**config.mk**
```make
export PLATFORM = sky130hd
export DESIGN_NAME = uart_txrx_enable_addr_detect
export DESIGN_NICKNAME = d
export VERILOG_FILES = /design/src/rtl/uart_pkg.sv /design/src/rtl/baud_tick_gen.sv /design/src/rtl/uart_txrx_enable_addr_detect.sv
export SDC_FILE = /design/constraint.sdc
export NUM_CORES = 1
export LEC_CHECK = 0
export ABC_CLOCK_PERIOD_IN_PS = 3140
export BUFFER_PORTS_ARGS = -buffer_cell sky130_fd_sc_hd__buf_2
export CORE_AREA = 5 5 120 122
export CTS_CLUSTER_DIAMETER = 120
export DETAILED_ROUTE_END_ITERATION = 6
export DIE_AREA = 0 0 125 127
export PLACE_DENSITY = 0.66
export SYNTH_ARGS = -nofsm -noshare
export SYNTH_HDL_FRONTEND = slang
export SYNTH_HIERARCHICAL = 1
export SYNTH_SLANG_ARGS = --single-unit
```
**constraint.sdc**
```tcl
create_clock -name core_clk -period 3.14 [get_ports core_clk]
set_input_delay 0.471 -clock core_clk [delete_from_list [all_inputs] [get_ports core_clk]]
set_output_delay 0.471 -clock core_clk [all_outputs]
set_load 0.05 [all_outputs]
```
**src/rtl/uart_pkg.sv**
```systemverilog
// shared constants, register map and types of the serial port control block
package uart_pkg;

    ////////////////////////////////////////////////////////////////////////////
    // register byte offsets on the apb window
    localparam int ADDR_W = 8;
    localparam logic [7:0] OFF_CTRL_TWO = 8'h00;
    localparam logic [7:0] OFF_CTRL_ONE = 8'h04;
    localparam logic [7:0] OFF_BAUD = 8'h08;
    localparam logic [7:0] OFF_DATA = 8'h0C;
    localparam logic [7:0] OFF_STATUS = 8'h10;
    localparam logic [7:0] OFF_MASK = 8'h14;

    ////////////////////////////////////////////////////////////////////////////
    // reset values
    localparam logic [7:0] CTRL_TWO_RESET = 8'h00;
    localparam logic [7:0] BAUD_RESET = 8'h00;
    localparam logic [4:0] STATUS_RESET = 5'h00;
    localparam logic [4:0] MASK_RESET = 5'h00;

    ////////////////////////////////////////////////////////////////////////////
    // field positions of the first control register
    localparam int GPE_BIT = 7;
    localparam int NINE_BIT = 6;
    localparam int RXN_BIT = 1;
    localparam int TXN_BIT = 0;

    // sticky status / mask layout
    localparam int ST_W = 5;
    localparam int ST_RX = 0;
    localparam int ST_TXE = 1;
    localparam int ST_TXI = 2;
    localparam int ST_WAKE = 3;
    localparam int ST_OVR = 4;

    ////////////////////////////////////////////////////////////////////////////
    // timing: ticks per bit and prescale of the low speed range
    localparam logic [3:0] TICK_LAST = 4'hF;
    localparam logic [3:0] SAMPLE_MID = 4'h7;
    localparam logic [1:0] LOW_PRESCALE_LAST = 2'h3;
    localparam logic [10:0] LOW_FACTOR = 11'h004;
    localparam logic [10:0] HIGH_FACTOR = 11'h001;

    // second control register, most significant field first
    typedef struct packed {
        logic tx_enable;
        logic rx_enable;
        logic baud_high_speed;
        logic address_detect_enable;
        logic rx_wake_enable;
        logic receive_irq_enable;
        logic transmit_idle_irq_enable;
        logic transmit_empty_irq_enable;
    } ctrl_two_t;

    typedef enum logic [1:0] {
        LINE_IDLE = 2'b00,
        LINE_START = 2'b01,
        LINE_DATA = 2'b11,
        LINE_STOP = 2'b10
    } line_state_t;

    // number of data bits in a frame
    function automatic logic [3:0] data_bits(input logic nine);
        return nine ? 4'h9 : 4'h8;
    endfunction : data_bits

endpackage : uart_pkg

```
**src/rtl/baud_tick_gen.sv**
```systemverilog
// oversampling tick generator: sixteen ticks make one serial bit
`timescale 1ns/1ns
`default_nettype none
module baud_tick_gen #(
    parameter int DIV_W = 8
) (
    input wire logic core_clk,
    input wire logic reset_n,
    input wire logic clear,
    input wire logic high_speed,
    input wire logic [DIV_W-1:0] divider,
    output logic tick
);

    logic [DIV_W-1:0] div_cnt;
    logic [1:0] pre_cnt;

    ////////////////////////////////////////////////////////////////////////////
    // divide by n plus one
    // the >= compare keeps a lowered divider from running the counter through wrap
    always_ff @(posedge core_clk or negedge reset_n) begin
        if (!reset_n) begin
            div_cnt <= '0;
            pre_cnt <= 2'h0;
            tick <= 1'b0;
        end else if (clear) begin
            div_cnt <= '0;
            pre_cnt <= 2'h0;
            tick <= 1'b0;
        end else if (div_cnt >= divider) begin
            div_cnt <= '0;
            if (high_speed || pre_cnt == uart_pkg::LOW_PRESCALE_LAST) begin
                pre_cnt <= 2'h0;
                tick <= 1'b1;
            end else begin
                pre_cnt <= pre_cnt + 2'h1;
                tick <= 1'b0;
            end
        end else begin
            div_cnt <= div_cnt + DIV_W'(1);
            tick <= 1'b0;
        end
    end

endmodule : baud_tick_gen
`default_nettype wire

```
**src/rtl/uart_txrx_enable_addr_detect.sv**
```systemverilog
// serial port with enable control, address detection and rx wake-up, apb slave
`timescale 1ns/1ns
`default_nettype none
module uart_txrx_enable_addr_detect (
    input wire logic core_clk,
    input wire logic reset_n,
    input wire logic [7:0] paddr,
    input wire logic psel,
    input wire logic penable,
    input wire logic pwrite,
    input wire logic [31:0] pwdata,
    input wire logic [3:0] pstrb,
    output logic [31:0] prdata,
    output logic pready,
    output logic pslverr,
    input wire logic port_clock_off,
    input wire logic rx_pin,
    output logic rx_pin_owned,
    output logic tx_pin,
    output logic tx_pin_oe_n,
    output logic irq
);

    uart_pkg::ctrl_two_t serial_port_control_two;
    logic global_port_enable;
    logic nine_bit_format;
    logic tx_ninth_bit;
    logic [7:0] baud_divider;
    logic [uart_pkg::ST_W-1:0] status;
    logic [uart_pkg::ST_W-1:0] mask;
    logic [uart_pkg::ST_W-1:0] events;
    logic tx_run;
    logic rx_run;
    logic baud_tick;

    ////////////////////////////////////////////////////////////////////////////
    // apb decode: zero wait states, unmapped addresses answer with pslverr
    logic access;
    logic mapped;
    logic wr;
    logic rd_data;
    logic [7:0] rd_mux;

    assign access = psel & penable;
    assign mapped = paddr == uart_pkg::OFF_CTRL_TWO || paddr == uart_pkg::OFF_CTRL_ONE
        || paddr == uart_pkg::OFF_BAUD || paddr == uart_pkg::OFF_DATA
        || paddr == uart_pkg::OFF_STATUS || paddr == uart_pkg::OFF_MASK;
    assign wr = access & pwrite & pstrb[0] & mapped;
    assign rd_data = access & ~pwrite & (paddr == uart_pkg::OFF_DATA);
    assign pready = 1'b1;
    assign pslverr = access & ~mapped;

    // register enables combined with the global switch
    // transmitter gate
    assign tx_run = serial_port_control_two.tx_enable & global_port_enable;
    assign rx_run = serial_port_control_two.rx_enable & global_port_enable;

    ////////////////////////////////////////////////////////////////////////////
    // control registers
    // eight rw control bits
    always_ff @(posedge core_clk or negedge reset_n) begin
        if (!reset_n) begin
            serial_port_control_two <= uart_pkg::CTRL_TWO_RESET;
            global_port_enable <= 1'b0;
            nine_bit_format <= 1'b0;
            tx_ninth_bit <= 1'b0;
            baud_divider <= uart_pkg::BAUD_RESET;
            mask <= uart_pkg::MASK_RESET;
        end else if (wr) begin
            case (paddr)
                uart_pkg::OFF_CTRL_TWO: serial_port_control_two <= pwdata[7:0];
                uart_pkg::OFF_CTRL_ONE: begin
                    global_port_enable <= pwdata[uart_pkg::GPE_BIT];
                    nine_bit_format <= pwdata[uart_pkg::NINE_BIT];
                    tx_ninth_bit <= pwdata[uart_pkg::TXN_BIT];
                end
                uart_pkg::OFF_BAUD: baud_divider <= pwdata[7:0];
                uart_pkg::OFF_MASK: mask <= pwdata[uart_pkg::ST_W-1:0];
                default: ;
            endcase
        end
    end

    // read data captured in the setup phase so prdata comes from a flop
    logic [7:0] rx_data;
    logic rx_ninth;
    always_comb begin
        case (paddr)
            uart_pkg::OFF_CTRL_TWO: rd_mux = serial_port_control_two;
            uart_pkg::OFF_CTRL_ONE: rd_mux = {global_port_enable, nine_bit_format, 4'h0,
                rx_ninth, 1'b0};
            uart_pkg::OFF_BAUD: rd_mux = baud_divider;
            uart_pkg::OFF_DATA: rd_mux = rx_data;
            uart_pkg::OFF_STATUS: rd_mux = {3'h0, status};
            uart_pkg::OFF_MASK: rd_mux = {3'h0, mask};
            default: rd_mux = 8'h00;
        endcase
    end

    always_ff @(posedge core_clk or negedge reset_n) begin
        if (!reset_n) begin
            prdata <= 32'h00000000;
        end else if (psel && !penable && !pwrite) begin
            prdata <= {24'h000000, rd_mux};
        end
    end

    ////////////////////////////////////////////////////////////////////////////
    // baud tick: the counter restarts whenever the port is globally off
    baud_tick_gen #(
        .DIV_W(8)
    ) u_baud (
        .core_clk(core_clk),
        .reset_n(reset_n),
        .clear(~global_port_enable),
        .high_speed(serial_port_control_two.baud_high_speed),
        .divider(baud_divider),
        .tick(baud_tick)
    );

    ////////////////////////////////////////////////////////////////////////////
    // transmit holding register, one word deep; a write while full is dropped
    uart_pkg::line_state_t tx_state;
    logic [8:0] tx_hold;
    logic tx_hold_full;
    logic [8:0] tx_shift;
    logic [3:0] tx_cnt;
    logic [3:0] tx_idx;
    logic tx_load;
    logic tx_bit_end;
    logic tx_idle_ev;
    logic [3:0] bit_last;

    assign bit_last = uart_pkg::data_bits(nine_bit_format) - 4'h1;
    // start only on a tick so the start bit lasts a full sixteen ticks in either range
    assign tx_load = tx_run && tx_state == uart_pkg::LINE_IDLE && tx_hold_full && baud_tick;
    assign tx_bit_end = baud_tick && tx_cnt == uart_pkg::TICK_LAST;
    assign tx_idle_ev = tx_run && tx_state == uart_pkg::LINE_STOP && tx_bit_end && !tx_hold_full;

    always_ff @(posedge core_clk or negedge reset_n) begin
        if (!reset_n) begin
            tx_hold <= 9'h000;
            tx_hold_full <= 1'b0;
        end else if (!tx_run) begin
            tx_hold_full <= 1'b0;
        end else if (tx_load) begin
            tx_hold_full <= 1'b0;
        end else if (wr && paddr == uart_pkg::OFF_DATA && !tx_hold_full) begin
            tx_hold <= {tx_ninth_bit, pwdata[7:0]};
            tx_hold_full <= 1'b1;
        end
    end

    always_ff @(posedge core_clk or negedge reset_n) begin
        if (!reset_n) begin
            tx_state <= uart_pkg::LINE_IDLE;
            tx_shift <= 9'h000;
            tx_cnt <= 4'h0;
            tx_idx <= 4'h0;
            tx_pin <= 1'b1;
        end else if (!tx_run) begin
            tx_state <= uart_pkg::LINE_IDLE;
            tx_cnt <= 4'h0;
            tx_idx <= 4'h0;
            tx_pin <= 1'b1;
        end else begin
            if (baud_tick) begin
                tx_cnt <= tx_cnt + 4'h1;
            end
            case (tx_state)
                uart_pkg::LINE_IDLE: begin
                    tx_cnt <= 4'h0;
                    if (tx_load) begin
                        tx_shift <= tx_hold;
                        tx_state <= uart_pkg::LINE_START;
                        tx_pin <= 1'b0;
                    end
                end
                uart_pkg::LINE_START: begin
                    if (tx_bit_end) begin
                        tx_state <= uart_pkg::LINE_DATA;
                        tx_idx <= 4'h0;
                        tx_pin <= tx_shift[0];
                    end
                end
                uart_pkg::LINE_DATA: begin
                    if (tx_bit_end && tx_idx == bit_last) begin
                        tx_state <= uart_pkg::LINE_STOP;
                        tx_pin <= 1'b1;
                    end else if (tx_bit_end) begin
                        tx_idx <= tx_idx + 4'h1;
                        tx_pin <= tx_shift[tx_idx + 4'h1];
                    end
                end
                uart_pkg::LINE_STOP: begin
                    if (tx_bit_end) begin
                        tx_state <= uart_pkg::LINE_IDLE;
                    end
                end
                default: tx_state <= uart_pkg::LINE_IDLE;
            endcase
        end
    end

    always_ff @(posedge core_clk or negedge reset_n) begin
        if (!reset_n) begin
            tx_pin_oe_n <= 1'b1;
        end else begin
            tx_pin_oe_n <= ~tx_run;
        end
    end
    assign rx_pin_owned = rx_run;

    ////////////////////////////////////////////////////////////////////////////
    // rx pin synchroniser; rx_meta feeds rx_sync only
    logic rx_meta;
    logic rx_sync;
    logic rx_prev;
    always_ff @(posedge core_clk or negedge reset_n) begin
        if (!reset_n) begin
            rx_meta <= 1'b1;
            rx_sync <= 1'b1;
            rx_prev <= 1'b1;
        end else begin
            rx_meta <= rx_pin;
            rx_sync <= rx_meta;
            rx_prev <= rx_sync;
        end
    end

    ////////////////////////////////////////////////////////////////////////////
    // receiver: start bit checked at mid-bit, data sampled sixteen ticks apart
    uart_pkg::line_state_t rx_state;
    logic [8:0] rx_shift;
    logic [3:0] rx_cnt;
    logic [3:0] rx_idx;
    logic rx_bit_end;
    logic rx_deliver;
    logic rx_top;
    logic rx_keep;
    logic rx_valid;

    assign rx_bit_end = baud_tick && rx_cnt == uart_pkg::TICK_LAST;
    // a bad stop bit drops the word with no flag
    assign rx_deliver = rx_run && rx_state == uart_pkg::LINE_STOP && rx_bit_end && rx_sync;
    // address bit is the top data bit
    assign rx_top = nine_bit_format ? rx_shift[8] : rx_shift[7];
    assign rx_keep = !(serial_port_control_two.address_detect_enable && !rx_top);

    always_ff @(posedge core_clk or negedge reset_n) begin
        if (!reset_n) begin
            rx_state <= uart_pkg::LINE_IDLE;
            rx_shift <= 9'h000;
            rx_cnt <= 4'h0;
            rx_idx <= 4'h0;
        end else if (!rx_run) begin
            rx_state <= uart_pkg::LINE_IDLE;
            rx_cnt <= 4'h0;
            rx_idx <= 4'h0;
        end else begin
            if (baud_tick) begin
                rx_cnt <= rx_cnt + 4'h1;
            end
            case (rx_state)
                uart_pkg::LINE_IDLE: begin
                    rx_cnt <= 4'h0;
                    if (!rx_sync) begin
                        rx_state <= uart_pkg::LINE_START;
                    end
                end
                uart_pkg::LINE_START: begin
                    if (baud_tick && rx_cnt == uart_pkg::SAMPLE_MID) begin
                        // a short low glitch is not a start bit
                        rx_state <= rx_sync ? uart_pkg::LINE_IDLE : uart_pkg::LINE_DATA;
                        rx_cnt <= 4'h0;
                        rx_idx <= 4'h0;
                        rx_shift <= 9'h000;
                    end
                end
                uart_pkg::LINE_DATA: begin
                    if (rx_bit_end) begin
                        rx_shift[rx_idx] <= rx_sync;
                        if (rx_idx == bit_last) begin
                            rx_state <= uart_pkg::LINE_STOP;
                        end else begin
                            rx_idx <= rx_idx + 4'h1;
                        end
                    end
                end
                uart_pkg::LINE_STOP: begin
                    if (rx_bit_end) begin
                        rx_state <= uart_pkg::LINE_IDLE;
                    end
                end
                default: rx_state <= uart_pkg::LINE_IDLE;
            endcase
        end
    end

    // received word buffer; a new word beats a read in the same cycle
    always_ff @(posedge core_clk or negedge reset_n) begin
        if (!reset_n) begin
            rx_data <= 8'h00;
            rx_ninth <= 1'b0;
            rx_valid <= 1'b0;
        end else if (!rx_run) begin
            rx_valid <= 1'b0;
        end else if (rx_deliver && rx_keep) begin
            rx_data <= rx_shift[7:0];
            rx_ninth <= rx_shift[8];
            rx_valid <= 1'b1;
        end else if (rd_data) begin
            rx_valid <= 1'b0;
        end
    end

    ////////////////////////////////////////////////////////////////////////////
    // events gated by the interrupt enables, then sticky, w1c, set wins
    logic wake_ev;
    // wake on falling rx with clock off
    assign wake_ev = serial_port_control_two.rx_wake_enable & port_clock_off & rx_prev & ~rx_sync;

    always_comb begin
        events = '0;
        events[uart_pkg::ST_RX] = rx_deliver & rx_keep &
            serial_port_control_two.receive_irq_enable;
        events[uart_pkg::ST_OVR] = rx_deliver & rx_keep & rx_valid & ~rd_data &
            serial_port_control_two.receive_irq_enable;
        events[uart_pkg::ST_TXE] = tx_load & serial_port_control_two.transmit_empty_irq_enable;
        events[uart_pkg::ST_TXI] = tx_idle_ev & serial_port_control_two.transmit_idle_irq_enable;
        events[uart_pkg::ST_WAKE] = wake_ev & serial_port_control_two.receive_irq_enable;
    end

    always_ff @(posedge core_clk or negedge reset_n) begin
        if (!reset_n) begin
            status <= uart_pkg::STATUS_RESET;
        end else if (wr && paddr == uart_pkg::OFF_STATUS) begin
            status <= (status & ~pwdata[uart_pkg::ST_W-1:0]) | events;
        end else begin
            status <= status | events;
        end
    end

    assign irq = |(status & mask);

    logic after_reset;
    logic [10:0] gap_cnt;
    logic gap_ok;
    logic [10:0] gap_expect;
    assign gap_expect = (11'(baud_divider) + 11'h001) * (serial_port_control_two.baud_high_speed
        ? uart_pkg::HIGH_FACTOR : uart_pkg::LOW_FACTOR);
    always_ff @(posedge core_clk or negedge reset_n) begin
        if (!reset_n) begin
            after_reset <= 1'b0;
            gap_cnt <= 11'h000;
            gap_ok <= 1'b0;
        end else begin
            after_reset <= 1'b1;
            gap_cnt <= baud_tick ? 11'h000 : gap_cnt + 11'h001;
            if (wr || !global_port_enable) begin
                gap_ok <= 1'b0;
            end else if (baud_tick) begin
                gap_ok <= 1'b1;
            end
        end
    end
endmodule : uart_txrx_enable_addr_detect
`default_nettype wire

```
==> results of run 1 <==
[worst reg2reg max path, stage by stage (launching register included)]
cell and delay (ns):
sky130_fd_sc_hd__dfrtp_1 0.44, sky130_fd_sc_hd__nand2_1 0.30, sky130_fd_sc_hd__inv_1 0.27, sky130_fd_sc_hd__nand4_1 0.39, sky130_fd_sc_hd__nor4b_1 0.73, sky130_fd_sc_hd__nand2_1 0.12, sky130_fd_sc_hd__nand2_1 0.10
[cells by family (layout without fill, tap and decap cells)]
| family | after synthesis | after routing | share of synthesized area, % |
|---|---|---|---|
| flip-flops | 111 | 111 | 48.87 |
| multiplexers | 75 | 75 | 15.48 |
| other | 2 | 25 | 0.1318 |
| XOR/XNOR | 15 | 15 | 2.306 |
| adder cells (fa/ha/maj) | 17 | 17 | 3.734 |
| AND/OR/NAND/NOR | 151 | 151 | 12.96 |
| buffers and inverters | 61 | 78 | 5.864 |
| AO/OA/AOI/OAI | 89 | 89 | 10.65 |
[power breakdown]
part           switching [mW]  leakage [nW]  internal [mW]
clock network           0.509         0.170          0.804
logic                   0.137          1.28         0.0280
registers             0.00461          1.53           1.44
[layout make-up]
| class | count | area (um^2) | share of cell area (%) |
|---|---|---|---|
| clock buffers | 11 | 242.7 | 3.830 |
| clock inverters | 5 | 103.9 | 1.639 |
| inverters | 20 | 75.07 | 1.185 |
| multi-input cells | 372 | 2671 | 42.15 |
| flip-flops and latches | 111 | 2784 | 43.93 |
| well taps | 176 | 220.2 | 3.475 |
| repair buffers | 42 | 240.2 | 3.791 |
[Yosys cell counts (all sizes together) (6+ instances only)]
cell    number
dfrtp      106
nand2       51
buf         29
nor3         7
a21oi       25
mux2i       15
nand3       14
o21ai       18
inv         20
ha          17
a22o         6
xor2         8
xnor2        7
mux2        55
nor2        43
nand4        7
clkbuf      12
[worst max-delay path by stage]
stage / from / end / slack, ns / cells past startpoint
detailed placement: paddr[0] / baud_divider[6] / 0.57 / 5
floorplan: paddr[4] / pslverr / 0.72 / 4
CTS: paddr[0] / pslverr / 0.66 / 6
global placement: paddr[0] / baud_divider[3] / 0.60 / 5
finish: paddr[0] / pslverr / 0.65 / 6
global route: global_port_enable / rx_shift[3] / 0.55 / 6
[metrics by stage]
step | std cells | total power, mW
CTS | 737 | 2.949
detailed placement | 721 | 1.634
floorplan | 544 | 1.593
global route | 737 | 3.012
global placement | 721 | 1.631
finish | 737 | 2.918
[sequential cells by signal, indices dropped and copies added, names as in the netlist, 2 cells and up]
signal	cells
rx_state	2
rx_data	8
prdata	8
tx_hold	9
mask	5
status	5
rx_cnt	4
tx_idx	4
tx_state	2
tx_cnt	4
tx_shift	9
u_baud/pre_cnt	2
rx_shift	9
baud_divider	8
serial_port_control_two	8
rx_idx	4
u_baud/div_cnt	8
[metal layers]
layer	global-route usage (%)	up-vias	share of wire, %	routed length (um)
met5	0	-	0	0
li1	-	1877	-	-
met1	20.66	2027	45	5576
met4	5.740	0	1.9	236
met3	3.840	14	5.0	623
met2	26.54	105	48	5947
==> results.md, run 1 <==
- The flow ran to the end, and the final reports show no timing, DRC or antenna violations.
- The number of antenna violations at the first check in global routing is 0.
- The number of hold violations in the final report is 0.
- Measured against its own limit, the worst slew margin works out to 55.25%.
- The synthesized design devotes to its leading area cell type 46.56% of total area.
- The data required time at the worst endpoint is 2.67 ns.
- The total number of yosys warnings is 6.
- The signal on the critical path passes through buf_2, or4_4, or2_1, a21o_2, nor2b_1, buf_2.
- The global router's overall resource usage is 16.01%.
- The average detailed-routed wire length per instance is 16.80 um.
- The class of the most critical hold timing path is input pin to asynchronous set/reset pin.
- The count of hold-fix buffers inserted at cts is 0.
- The initial core utilization is 43.54%.
- The category of the worst setup path launch point is an input pin.
- The TritonCTS clock tree is done.
- Averaged over all synthesized cells, the footprint is 10.93 um^2.
- The largest individual stage delay along the critical path comes from the cell sky130_fd_sc_hd__or4_4.
- After the first detailed-routing iteration, the DRC count stood at 243.
- In this run the cell area of the synthesized design comes to 0.005697 mm^2.
- The detailed-route DRC error count is 0.
- The count of nets left with antenna violations once routing finished came out at 0.
- The number of enable-type register cells in the synthesized netlist is 0.
- Entering global routing, the biggest net connects 76 pins.
- The cell family contributing the most delay on the critical path is simple AND/OR/NAND/NOR gates.
- The maximum VDD drop is 265.4 uV.
- For the pin with the worst max-slew slack, the measured transition is 0.6619 ns.
- The share of the core filled with cells in the final layout is 48.43%.
- The chip height is 127 um.
- The library cells used most frequently in the layout, excluding fill and tap cells, are sky130_fd_sc_hd__dfrtp_1, sky130_fd_sc_hd__mux2_2, sky130_fd_sc_hd__nand2_1, sky130_fd_sc_hd__nor2_1, sky130_fd_sc_hd__buf_2.
- The end of the worst register-to-register path is rx_shift[5].
- The maximum level of the CTS H-tree is 3.
- The post-CTS repair timing setup buffer count is 0.
- The clock-pin slew on the worst setup and hold paths is 0.07 ns.
- The via count of the first global-routing pass is 4,098.
- The growth of design area from synthesis to finish is 11.25%.
- During I/O placement, the number of pins put on the boundary was 89.
- By area the synthesized netlist is led by sky130_fd_sc_hd__dfrtp_1, sky130_fd_sc_hd__mux2_2, sky130_fd_sc_hd__ha_1, sky130_fd_sc_hd__buf_4, sky130_fd_sc_hd__nand2_1.
- At the later pin of the worst-skew pair, clock insertion delay measures 0.35 ns.
- The most prevalent standard cell on the critical path is sky130_fd_sc_hd__buf_2.
- After clock tree synthesis, the repair step resized 0 gates.
- In this design, the stage delay of the slowest critical-path cell is 0.53 ns.
- Across the run, the number of max-cap violations was 0.
- The share of the Yosys chip area taken by registers is 48.87%.
- The clock buffer count from CTS is 9.
- The core region is 0.01309 mm^2.
- With fillers left out, the area of the finished cells amounts to 0.006337 mm^2.
- Of all nets on the critical path, the largest fanout is 7.
- The cell count after synthesis is 521.
- The overflow left after global routing is 0.
- The analysis attributes to cell leakage a power of 2.974 nW.
- The post-synthesis async set-or-reset flop share is 100.0%.
- Across all layers, the routed design uses 4,023 vias.
- The first-pass GRT wire length is 20.71 mm.
- In the post-route analysis, the smallest setup slack over all paths is 0.6547 ns.
- The horizontal extent of the die is 125 um.
- The setup path with the least slack is of type input pin to output pin.
- The max-slew violation count came to 0.
- The final layout contains 624 nets.
- The clock root buffer is sky130_fd_sc_hd__clkbuf_16.
- The cell count of the worst reg-to-reg path is 6.
- The area of the die is 0.01588 mm^2.
- Data on the critical path arrives at its endpoint at 2.01 ns.
- Once placement finished, the instance area stood at 0.005991 mm^2.
- The final critical path takes up 79.15% of the cycle.
- The accumulated negative setup slack is 0 ns.
- Once detailed placement completed, the half-perimeter wirelength came to 9.141 mm.
- The wire length after detailed routing is 12.38 mm.
- The most common library cell in the layout ignoring fill and taps is sky130_fd_sc_hd__dfrtp_1.
- STA classifies the critical path endpoint as an output pin.
- The fraction of layout instances using a drive strength above 1 is 23.71%.
- The largest area contributor in the netlist is sky130_fd_sc_hd__dfrtp_1.
- The number of sinks driven by the clock tree is 111.
- For the finished layout, the period the worst path requires is 2.485 ns.
- The number of iterations in the first detailed-routing pass is 4.
- The slack of the worst reg-to-reg path is 0.73 ns.
- Setup repair after global routing left no endpoint under its margin.
- Timing would allow up to 402.4 MHz.
- The worst register-to-register path begins at global_port_enable.
- The number of input and output port buffers inserted is 36.
- The worst slack at placement is 0.5716 ns.
- In this run, synthesis produced a sequential element count of 111.
- After filler insertion, the fill cell instance count of the layout stands at 1,216.
- Using the TritonRoute via totals, the vias-per-cell ratio works out to 5.459.
- Among all flip-flop cells after synthesis, the most frequent one is sky130_fd_sc_hd__dfrtp_1.
- 0 antenna diodes ended up in the layout.
- The maximum buffer depth of the clock tree is 2.
- The power per standard cell area is 460.4 mW/mm^2.
- Clock skew on the completed layout was measured at 0.006008 ns.
- The number of cell rows is 42.
- The worst hold-check slack is 0.08958 ns.
- The count of final setup violators is 0.
- At the end of routability-driven placement, the weighted congestion stood at 0.8175.
- In this run, distinct cell masters in the synthesized netlist total 65.
- The critical path contains buffers and inverters numbering 2 combined.
Power figures use the tool's default switching activity.
==> run 2: changes to the inputs <==
--- a/config.mk
+++ b/config.mk
@@ -5,13 +5,13 @@
 export SDC_FILE = /design/constraint.sdc
 export NUM_CORES = 1
 export LEC_CHECK = 0
-export ABC_CLOCK_PERIOD_IN_PS = 3140
+export ABC_CLOCK_PERIOD_IN_PS = 2070
 export BUFFER_PORTS_ARGS = -buffer_cell sky130_fd_sc_hd__buf_2
 export CORE_AREA = 5 5 120 122
 export CTS_CLUSTER_DIAMETER = 120
 export DETAILED_ROUTE_END_ITERATION = 6
 export DIE_AREA = 0 0 125 127
-export PLACE_DENSITY = 0.66
+export PLACE_DENSITY = 0.68
 export SYNTH_ARGS = -nofsm -noshare
 export SYNTH_HDL_FRONTEND = slang
 export SYNTH_HIERARCHICAL = 1
==> constraint.sdc (replaced) <==
create_clock -name core_clk -period 2.07 [get_ports core_clk]
set_input_delay 0.3105 -clock core_clk [delete_from_list [all_inputs] [get_ports core_clk]]
set_output_delay 0.3105 -clock core_clk [all_outputs]
set_load 0.05 [all_outputs]
==> run 2 against run 1 <==
Net effect: register-to-register slack lost 0.58 ns; sequential cell count unchanged; critical path depth unchanged; design area rose by 3.5%; die area unchanged; global-route usage up 0.55 points; non-clock buffer count up 25; clock power increased by 53%; clock skew rose by 0.00094 ns; routed wire length is 2.0% higher; total power is 53% higher; critical endpoint unchanged; largest cell class unchanged.
==> results.md, run 2 (synthesis gave the netlist of run 1 again) <==
- The flow ran to the end, and the final reports show no timing, DRC or antenna violations.
- The area of all placed cells without fillers is 0.006558 mm^2.
- No sink is reached through more buffers than the 2 on the longest clock path.
- The worst relative slew slack is 66.85%.
- The TritonCTS clock tree is done.
- The last weighted congestion value of the routability-driven placer is 0.8755.
- From bottom edge to top edge, the die measures 127 um.
- Setup repair after global routing left no endpoint under its margin.
- The clock arrives with 0.006943 ns of skew.
- For this block, the initial DRC count from the detailed router was 305.
- Setup violations remaining at the end of the flow were counted as 0.
- The area of the die is 0.01588 mm^2.
- During I/O placement, the number of pins put on the boundary was 89.
- The number of hold violations in the final report is 0.
- The most common library cell in the layout ignoring fill and taps is sky130_fd_sc_hd__dfrtp_1.
- The wire-length estimate of the detail-placed layout is 9.616 mm.
- The repair_antennas step left the layout with diodes totalling 0.
- In the layout the commonest cells are sky130_fd_sc_hd__dfrtp_1, sky130_fd_sc_hd__mux2_2, sky130_fd_sc_hd__nand2_1, sky130_fd_sc_hd__nor2_1, sky130_fd_sc_hd__buf_2.
- The number of input and output port buffers inserted is 36.
- The ratio of routed vias to standard cells is 5.423.
- The slowest stage of the critical path is the sky130_fd_sc_hd__or4_4 cell.
- Static timing analysis puts the maximum clock frequency at 492.0 MHz.
- In the routed design, unresolved DRC markers number 0.
- The highest cell delay on the worst timing path is 0.53 ns.
- The worst setup path is launched from an input pin.
- The arrival time of data at the critical path endpoint is 1.72 ns.
- The clock root buffer is sky130_fd_sc_hd__clkbuf_16.
- Summed over all failing endpoints, the final setup total negative slack is 0 ns.
- The buffers plus inverters on the worst setup path is 2.
- The final layout contains routed wiring with a total length of 12.63 mm.
- In the final layout, the registers with the most flip-flops are rx_shift x9, tx_hold x9, tx_shift x9.
- The signal on the critical path passes through buf_2, or4_4, or2_4, a21o_2, nor2b_2, buf_4.
- The first-pass GRT wire length is 21.43 mm.
- The number of sinks driven by the clock tree is 111.
- In this run the standard cell core region covers 0.01309 mm^2.
- The placed instances occupy a cell area of 0.006175 mm^2.
- The number of nets in the layout is 649.
- The final critical delay including setup and external delays is 2.033 ns.
- The number of iterations in the first detailed-routing pass is 5.
- The routed layout has 4,132 vias.
- The fraction of layout instances using a drive strength above 1 is 27.65%.
- The number of antenna violations at the first check in global routing was 0.
- For this configuration, the core starts out at a cell density of 43.54%.
- The cell count after placement is 743.
- The analysis attributes to cell leakage a power of 3.095 nW.
- The category of the worst setup path capture point is an output pin.
- The power per standard cell area is 679.7 mW/mm^2.
- The non-filler instance count after layout is 762.
- In this run the remaining antenna-violating nets after routing total 0.
- From synthesis to final layout, the design area changed by 15.11%.
- The max-slew violation count is 0.
- The min-delay analysis places its worst path in the category input pin to register.
- At the later pin of the worst-skew pair, clock insertion delay measures 0.35 ns.
- In this run the worst path has a maximum fanout of 4.
- The overflow left after global routing is 0.
- Broken down by cell family, the worst path's largest delay share belongs to simple AND/OR/NAND/NOR gates.
- For the pin with the worst max-slew slack, the measured transition is 0.4920 ns.
- The maximum level of the CTS H-tree is 3.
- The total chip power is 4.457 mW.
- The number of maximum-capacitance violations is 0.
- The startpoint-to-endpoint class of the critical path is input pin to output pin.
- Measured along the x axis, the die boundary spans 125 um.
- After detailed routing, the average wire length per cell comes to 16.57 um.
- The via count of the first global-routing pass was 4,179.
- The final critical path takes up 98.20% of the cycle.
- Across every metal layer, demand over resource in global routing totals 16.56%.
- The data required time at the worst endpoint is 1.76 ns.
- The maximum VDD drop is 405.7 uV.
- The maximum number of pins on one net before global-route repair is 45.
- Buffers inserted during clock tree synthesis total 9.
- The number of cell rows is 42.
- The clock-pin slew on the worst setup and hold paths is 0.07 ns.
==> run 2: final cells by class <==
cell class / instances / area (um^2)
clock buffer: 10 / 239.0
clock inverter: 6 / 107.6
fill: 1146 / 6528
inverter: 20 / 78.83
multi-input combinational: 372 / 2683
sequential: 111 / 2784
tap: 176 / 220.2
timing repair buffer: 67 / 445.4
==> run 2: what timing repair did <==
action,in CTS,in global routing
cloned,0,0
endpoints found under the hold margin,29,0
setup endpoints to repair,1,6
resized for setup,1,2
setup buffers,0,2
hold buffers,1,0
==> run 2: power breakdown <==
group / internal [mW] / total [mW] / switching, mW
Combinational: 0.0553 / 0.267 / 0.212
Sequential: 2.18 / 2.18 / 0.00686
Clock: 1.21 / 2.01 / 0.794
==> run 2: worst paths after layout <==
path	end	cells after the start	slack, ns	from
worst min register to register	rx_sync	0	0.36	rx_meta
worst max register to register	tx_pin	5	0.15	tx_idx[0]
min in group asynchronous	rx_shift[6]	2	0.46	reset_n
worst max-delay path	pslverr	6	0.04	paddr[0]
worst min-delay path	rx_meta	1	0.06	rx_pin
max in group asynchronous	rx_prev	3	0.96	reset_n
==> run 2: metal layers <==
metal  vias to the layer above  track usage, %  routed length [um]
met3                        18           3.130                 650
li1                       1939               -                   -
met2                       119           27.49                6241
met1                      2056           22.15                5540
met5                         -               0                   0
met4                         0           5.293                 195
==> run 2: stage by stage <==
stage / hold slack (ns) / util, % / setup slack, ns
final: 0.05504 / 50.11 / 0.03733
after global routing: 0.04505 / 50.11 / 0.001870
after CTS: 0.04374 / 49.93 / 0.008731
after detailed placement: 0.3144 / 47.19 / -0.1564
after global placement: 0.3084 / 47.19 / -0.09266
after floorplan: 0.01491 / - / 0.02204
==> run 3: changes to the inputs <==
--- a/config.mk
+++ b/config.mk
@@ -8,6 +8,7 @@
 export ABC_CLOCK_PERIOD_IN_PS = 2070
 export BUFFER_PORTS_ARGS = -buffer_cell sky130_fd_sc_hd__buf_2
 export CORE_AREA = 5 5 120 122
+export CTS_BUF_LIST = sky130_fd_sc_hd__clkbuf_8
 export CTS_CLUSTER_DIAMETER = 120
 export DETAILED_ROUTE_END_ITERATION = 6
 export DIE_AREA = 0 0 125 127
==> run 3 against run 2 <==
Net effect: total power decreased by 9.7%; core utilization is 0.89 points lower; global-route usage down 0.21 points; critical path type unchanged; routed wire length down 0.76%; sequential cell count unchanged; combinational power about the same.
==> results.md, run 3 (synthesis gave the netlist of run 1 again) <==
- The run finished with clean final reports.
- After detailed routing, the number of remaining DRC violations is 0.
- The via count of the first global-routing pass is 4,215.
- The count of final setup violators is 0.
- For the worst setup path, the data required time is 1.76 ns.
- The fill cell total of the finished layout is 1,158.
- Walking the worst path, the cells encountered are buf_2, or4_4, or2_4, a21o_2, nor2b_2, buf_4.
- Per report_power, the combinational group accounts for 6.7% of the total.
- The worst path uses 98.22% of the clock period.
- The die covers 0.01588 mm^2.
- The area of all placed cells without fillers is 0.006441 mm^2.
- The share of the core filled with cells in the final layout is 49.23%.
- Entering global routing, the biggest net connects 45 pins.
- The max-slew violation count came to 0.
- The register share of total power is 54.2%.
- The first global-routing pass estimated 21.26 mm of wire.
- The top cell types in the final layout, fill and taps aside, are sky130_fd_sc_hd__dfrtp_1, sky130_fd_sc_hd__mux2_2, sky130_fd_sc_hd__nand2_1, sky130_fd_sc_hd__nor2_1, sky130_fd_sc_hd__buf_2.
- The cell count after placement is 743.
- Across the run, the number of max-cap violations was 0.
- The post-route netlist has 27.40% of its cells at a drive strength greater than 1.
- The clock network latency to the later pin of the worst-skew pair is 0.38 ns.
- The clock skew is 0.006797 ns.
- The chip height is 127 um.
- The total chip power is 4.027 mW.
- The final critical delay including setup and external delays is 2.033 ns.
- The initial core utilization is 43.54%.
- Global routing used 16.35% of the available tracks across all layers.
- Setup repair after global routing left no endpoint under its margin.
- The growth of design area from synthesis to finish is 13.07%.
- STA classifies the critical path endpoint as an output pin.
- The arrival time of data at the critical path endpoint is 1.72 ns.
- After detailed routing, the average wire length per cell comes to 16.49 um.
- During I/O placement, the number of pins put on the boundary was 89.
- The number of clock buffers added by TritonCTS is 9.
- The overflow left after global routing is 0.
- The total net switching power is 961.7 uW.
- The slowest library cell on the worst path is sky130_fd_sc_hd__or4_4.
- In this run the number of H-tree levels came out at 3.
- The remaining antenna violation count is 0.
- In this run the post-CTS setup repair buffer count came out at 0.
- The number of sinks driven by the clock tree is 111.
- The number of cell rows is 42.
- The floorplan step set the die width to 125 um.
- The library cell used most frequently in the layout, excluding fill and tap cells, is sky130_fd_sc_hd__dfrtp_1.
- Grouping stages by cell kind, the critical path spends the most delay in simple AND/OR/NAND/NOR gates.
- The count of antenna diodes in the layout is 0.
- The routed layout has 4,100 vias.
- The first detailed-routing pass ran for 4 iterations.
- For this run, the top clock speed supported by timing is 491.8 MHz.
- The first routing iteration left 304 violations.
- Counting both buffers and inverters, the worst setup path holds a total of 2.
- The proportion of total power due to net switching is 23.88%.
- CTS placed an instance of sky130_fd_sc_hd__clkbuf_8 at the clock tree root.
- The clock-pin slew on the worst setup and hold paths is 0.10 ns.
- The number of nets in the layout is 647.
- The congestion estimate from routability-driven global placement came to 0.8755.
- The worst relative slew slack is 66.54%.
- The internal power of the cells totals 3.065 mW.
- The non-filler instance count after layout is 760.
- The number of hold violations in the final report is 0.
- Once placement finished, the instance area stood at 0.006175 mm^2.
- The area of the core is 0.01309 mm^2.
- Of all nets on the critical path, the largest fanout is 4.
- The category of the worst setup path launch point is an input pin.
- TritonCTS built the clock tree.
- Setup total negative slack on the finished layout was measured at 0 ns.
- In the final layout, the registers with the most flip-flops are rx_shift x9, tx_hold x9, tx_shift x9.
- The tightest min-delay check is of the input pin to register type.
- Using the TritonRoute via totals, the vias-per-cell ratio works out to 5.395.
- The standby leakage power is 3.038 nW.
- The worst-margin pin slew is 0.4966 ns.
- The HPWL after detailed placement is 9.616 mm.
- The number of input and output port buffers inserted is 36.
- By startpoint and endpoint, the worst setup path is classified as input pin to output pin.
- The number of antenna violations at the first check in global routing is 0.
- IR analysis of the VDD net gives a maximum drop of 273.3 uV.
- The highest cell delay on the worst timing path is 0.53 ns.
- The wire length after detailed routing is 12.53 mm.
- In this run, the clock network consumes 39.1% of the power.
- The maximum buffer depth of the clock tree is 2.
- In this run the power density over the cells is 625.1 mW/mm^2.
-- run 3: cell count changes in the layout (fill, tap and decap cells not counted), sizes merged --
| cell | previous run | this run |
|---|---|---|
| buf | 66 | 64 |
-- run 3: cell type report --
cell class,instances,area [um^2],share of cell area [%]
Clock buffer,10,137.6,2.137
Clock inverter,6,107.6,1.671
Inverter,20,78.83,1.224
Multi-Input combinational cell,372,2683,41.65
Sequential cell,111,2784,43.22
Tap cell,176,220.2,3.419
Timing Repair Buffer,65,430.4,6.682
-- run 3: routing by layer --
layer	GRT usage, %	up-vias	part of all wire [%]
li1	-	1926	-
met1	21.52	2059	44
met2	27.40	102	49
met3	3.506	13	5.3
met4	4.911	0	1.1
met5	0	-	0
-- run 3: path summary, 6_finish.rpt --
check	startpoint	to	slack (ns)	cells after the start
max	paddr[0]	pslverr	0.04	6
min	rx_pin	rx_meta	0.03	1
max reg2reg	tx_idx[0]	tx_pin	0.13	5
min reg2reg	rx_meta	rx_sync	0.36	0
max in group asynchronous	reset_n	rx_prev	0.99	3
min in group asynchronous	reset_n	rx_shift[2]	0.43	2
-- run 3: worst register-to-register path, delay by kind of cell, from the launching register on --
kind | cells | cell delay, ns
AOI/OAI and AO/OA | 2 | 0.42
DFF | 1 | 0.45
muxes | 2 | 0.61
adders and majority gates | 1 | 0.39
-- run 3: power groups by stage --
stage | combinational, mW | sequential, mW | clock [mW]
2_1_floorplan | 0.191 | 2.22 | 0
3_3_place_gp | 0.262 | 2.23 | 0
3_5_place_dp | 0.268 | 2.23 | 0
4_1_cts | 0.270 | 2.18 | 1.61
5_1_grt | 0.290 | 2.19 | 1.69
6_report | 0.268 | 2.18 | 1.58
-- run 3: timing repair --
action,4_1_cts,5_1_grt
endpoints found under the setup margin,1,4
hold endpoints to repair,29,0
gates resized for setup,1,2
hold buffers,1,0
-- run 3: through the flow --
| step | setup WS [ns] | hold slack [ns] |
|---|---|---|
| after floorplan | 0.02204 | 0.01491 |
| after global placement | -0.09266 | 0.3084 |
| after CTS | 0.008521 | 0.0004526 |
| after global routing | 0.001646 | 0.002895 |
| final | 0.03684 | 0.02690 |
| after detailed placement | -0.1564 | 0.3144 |
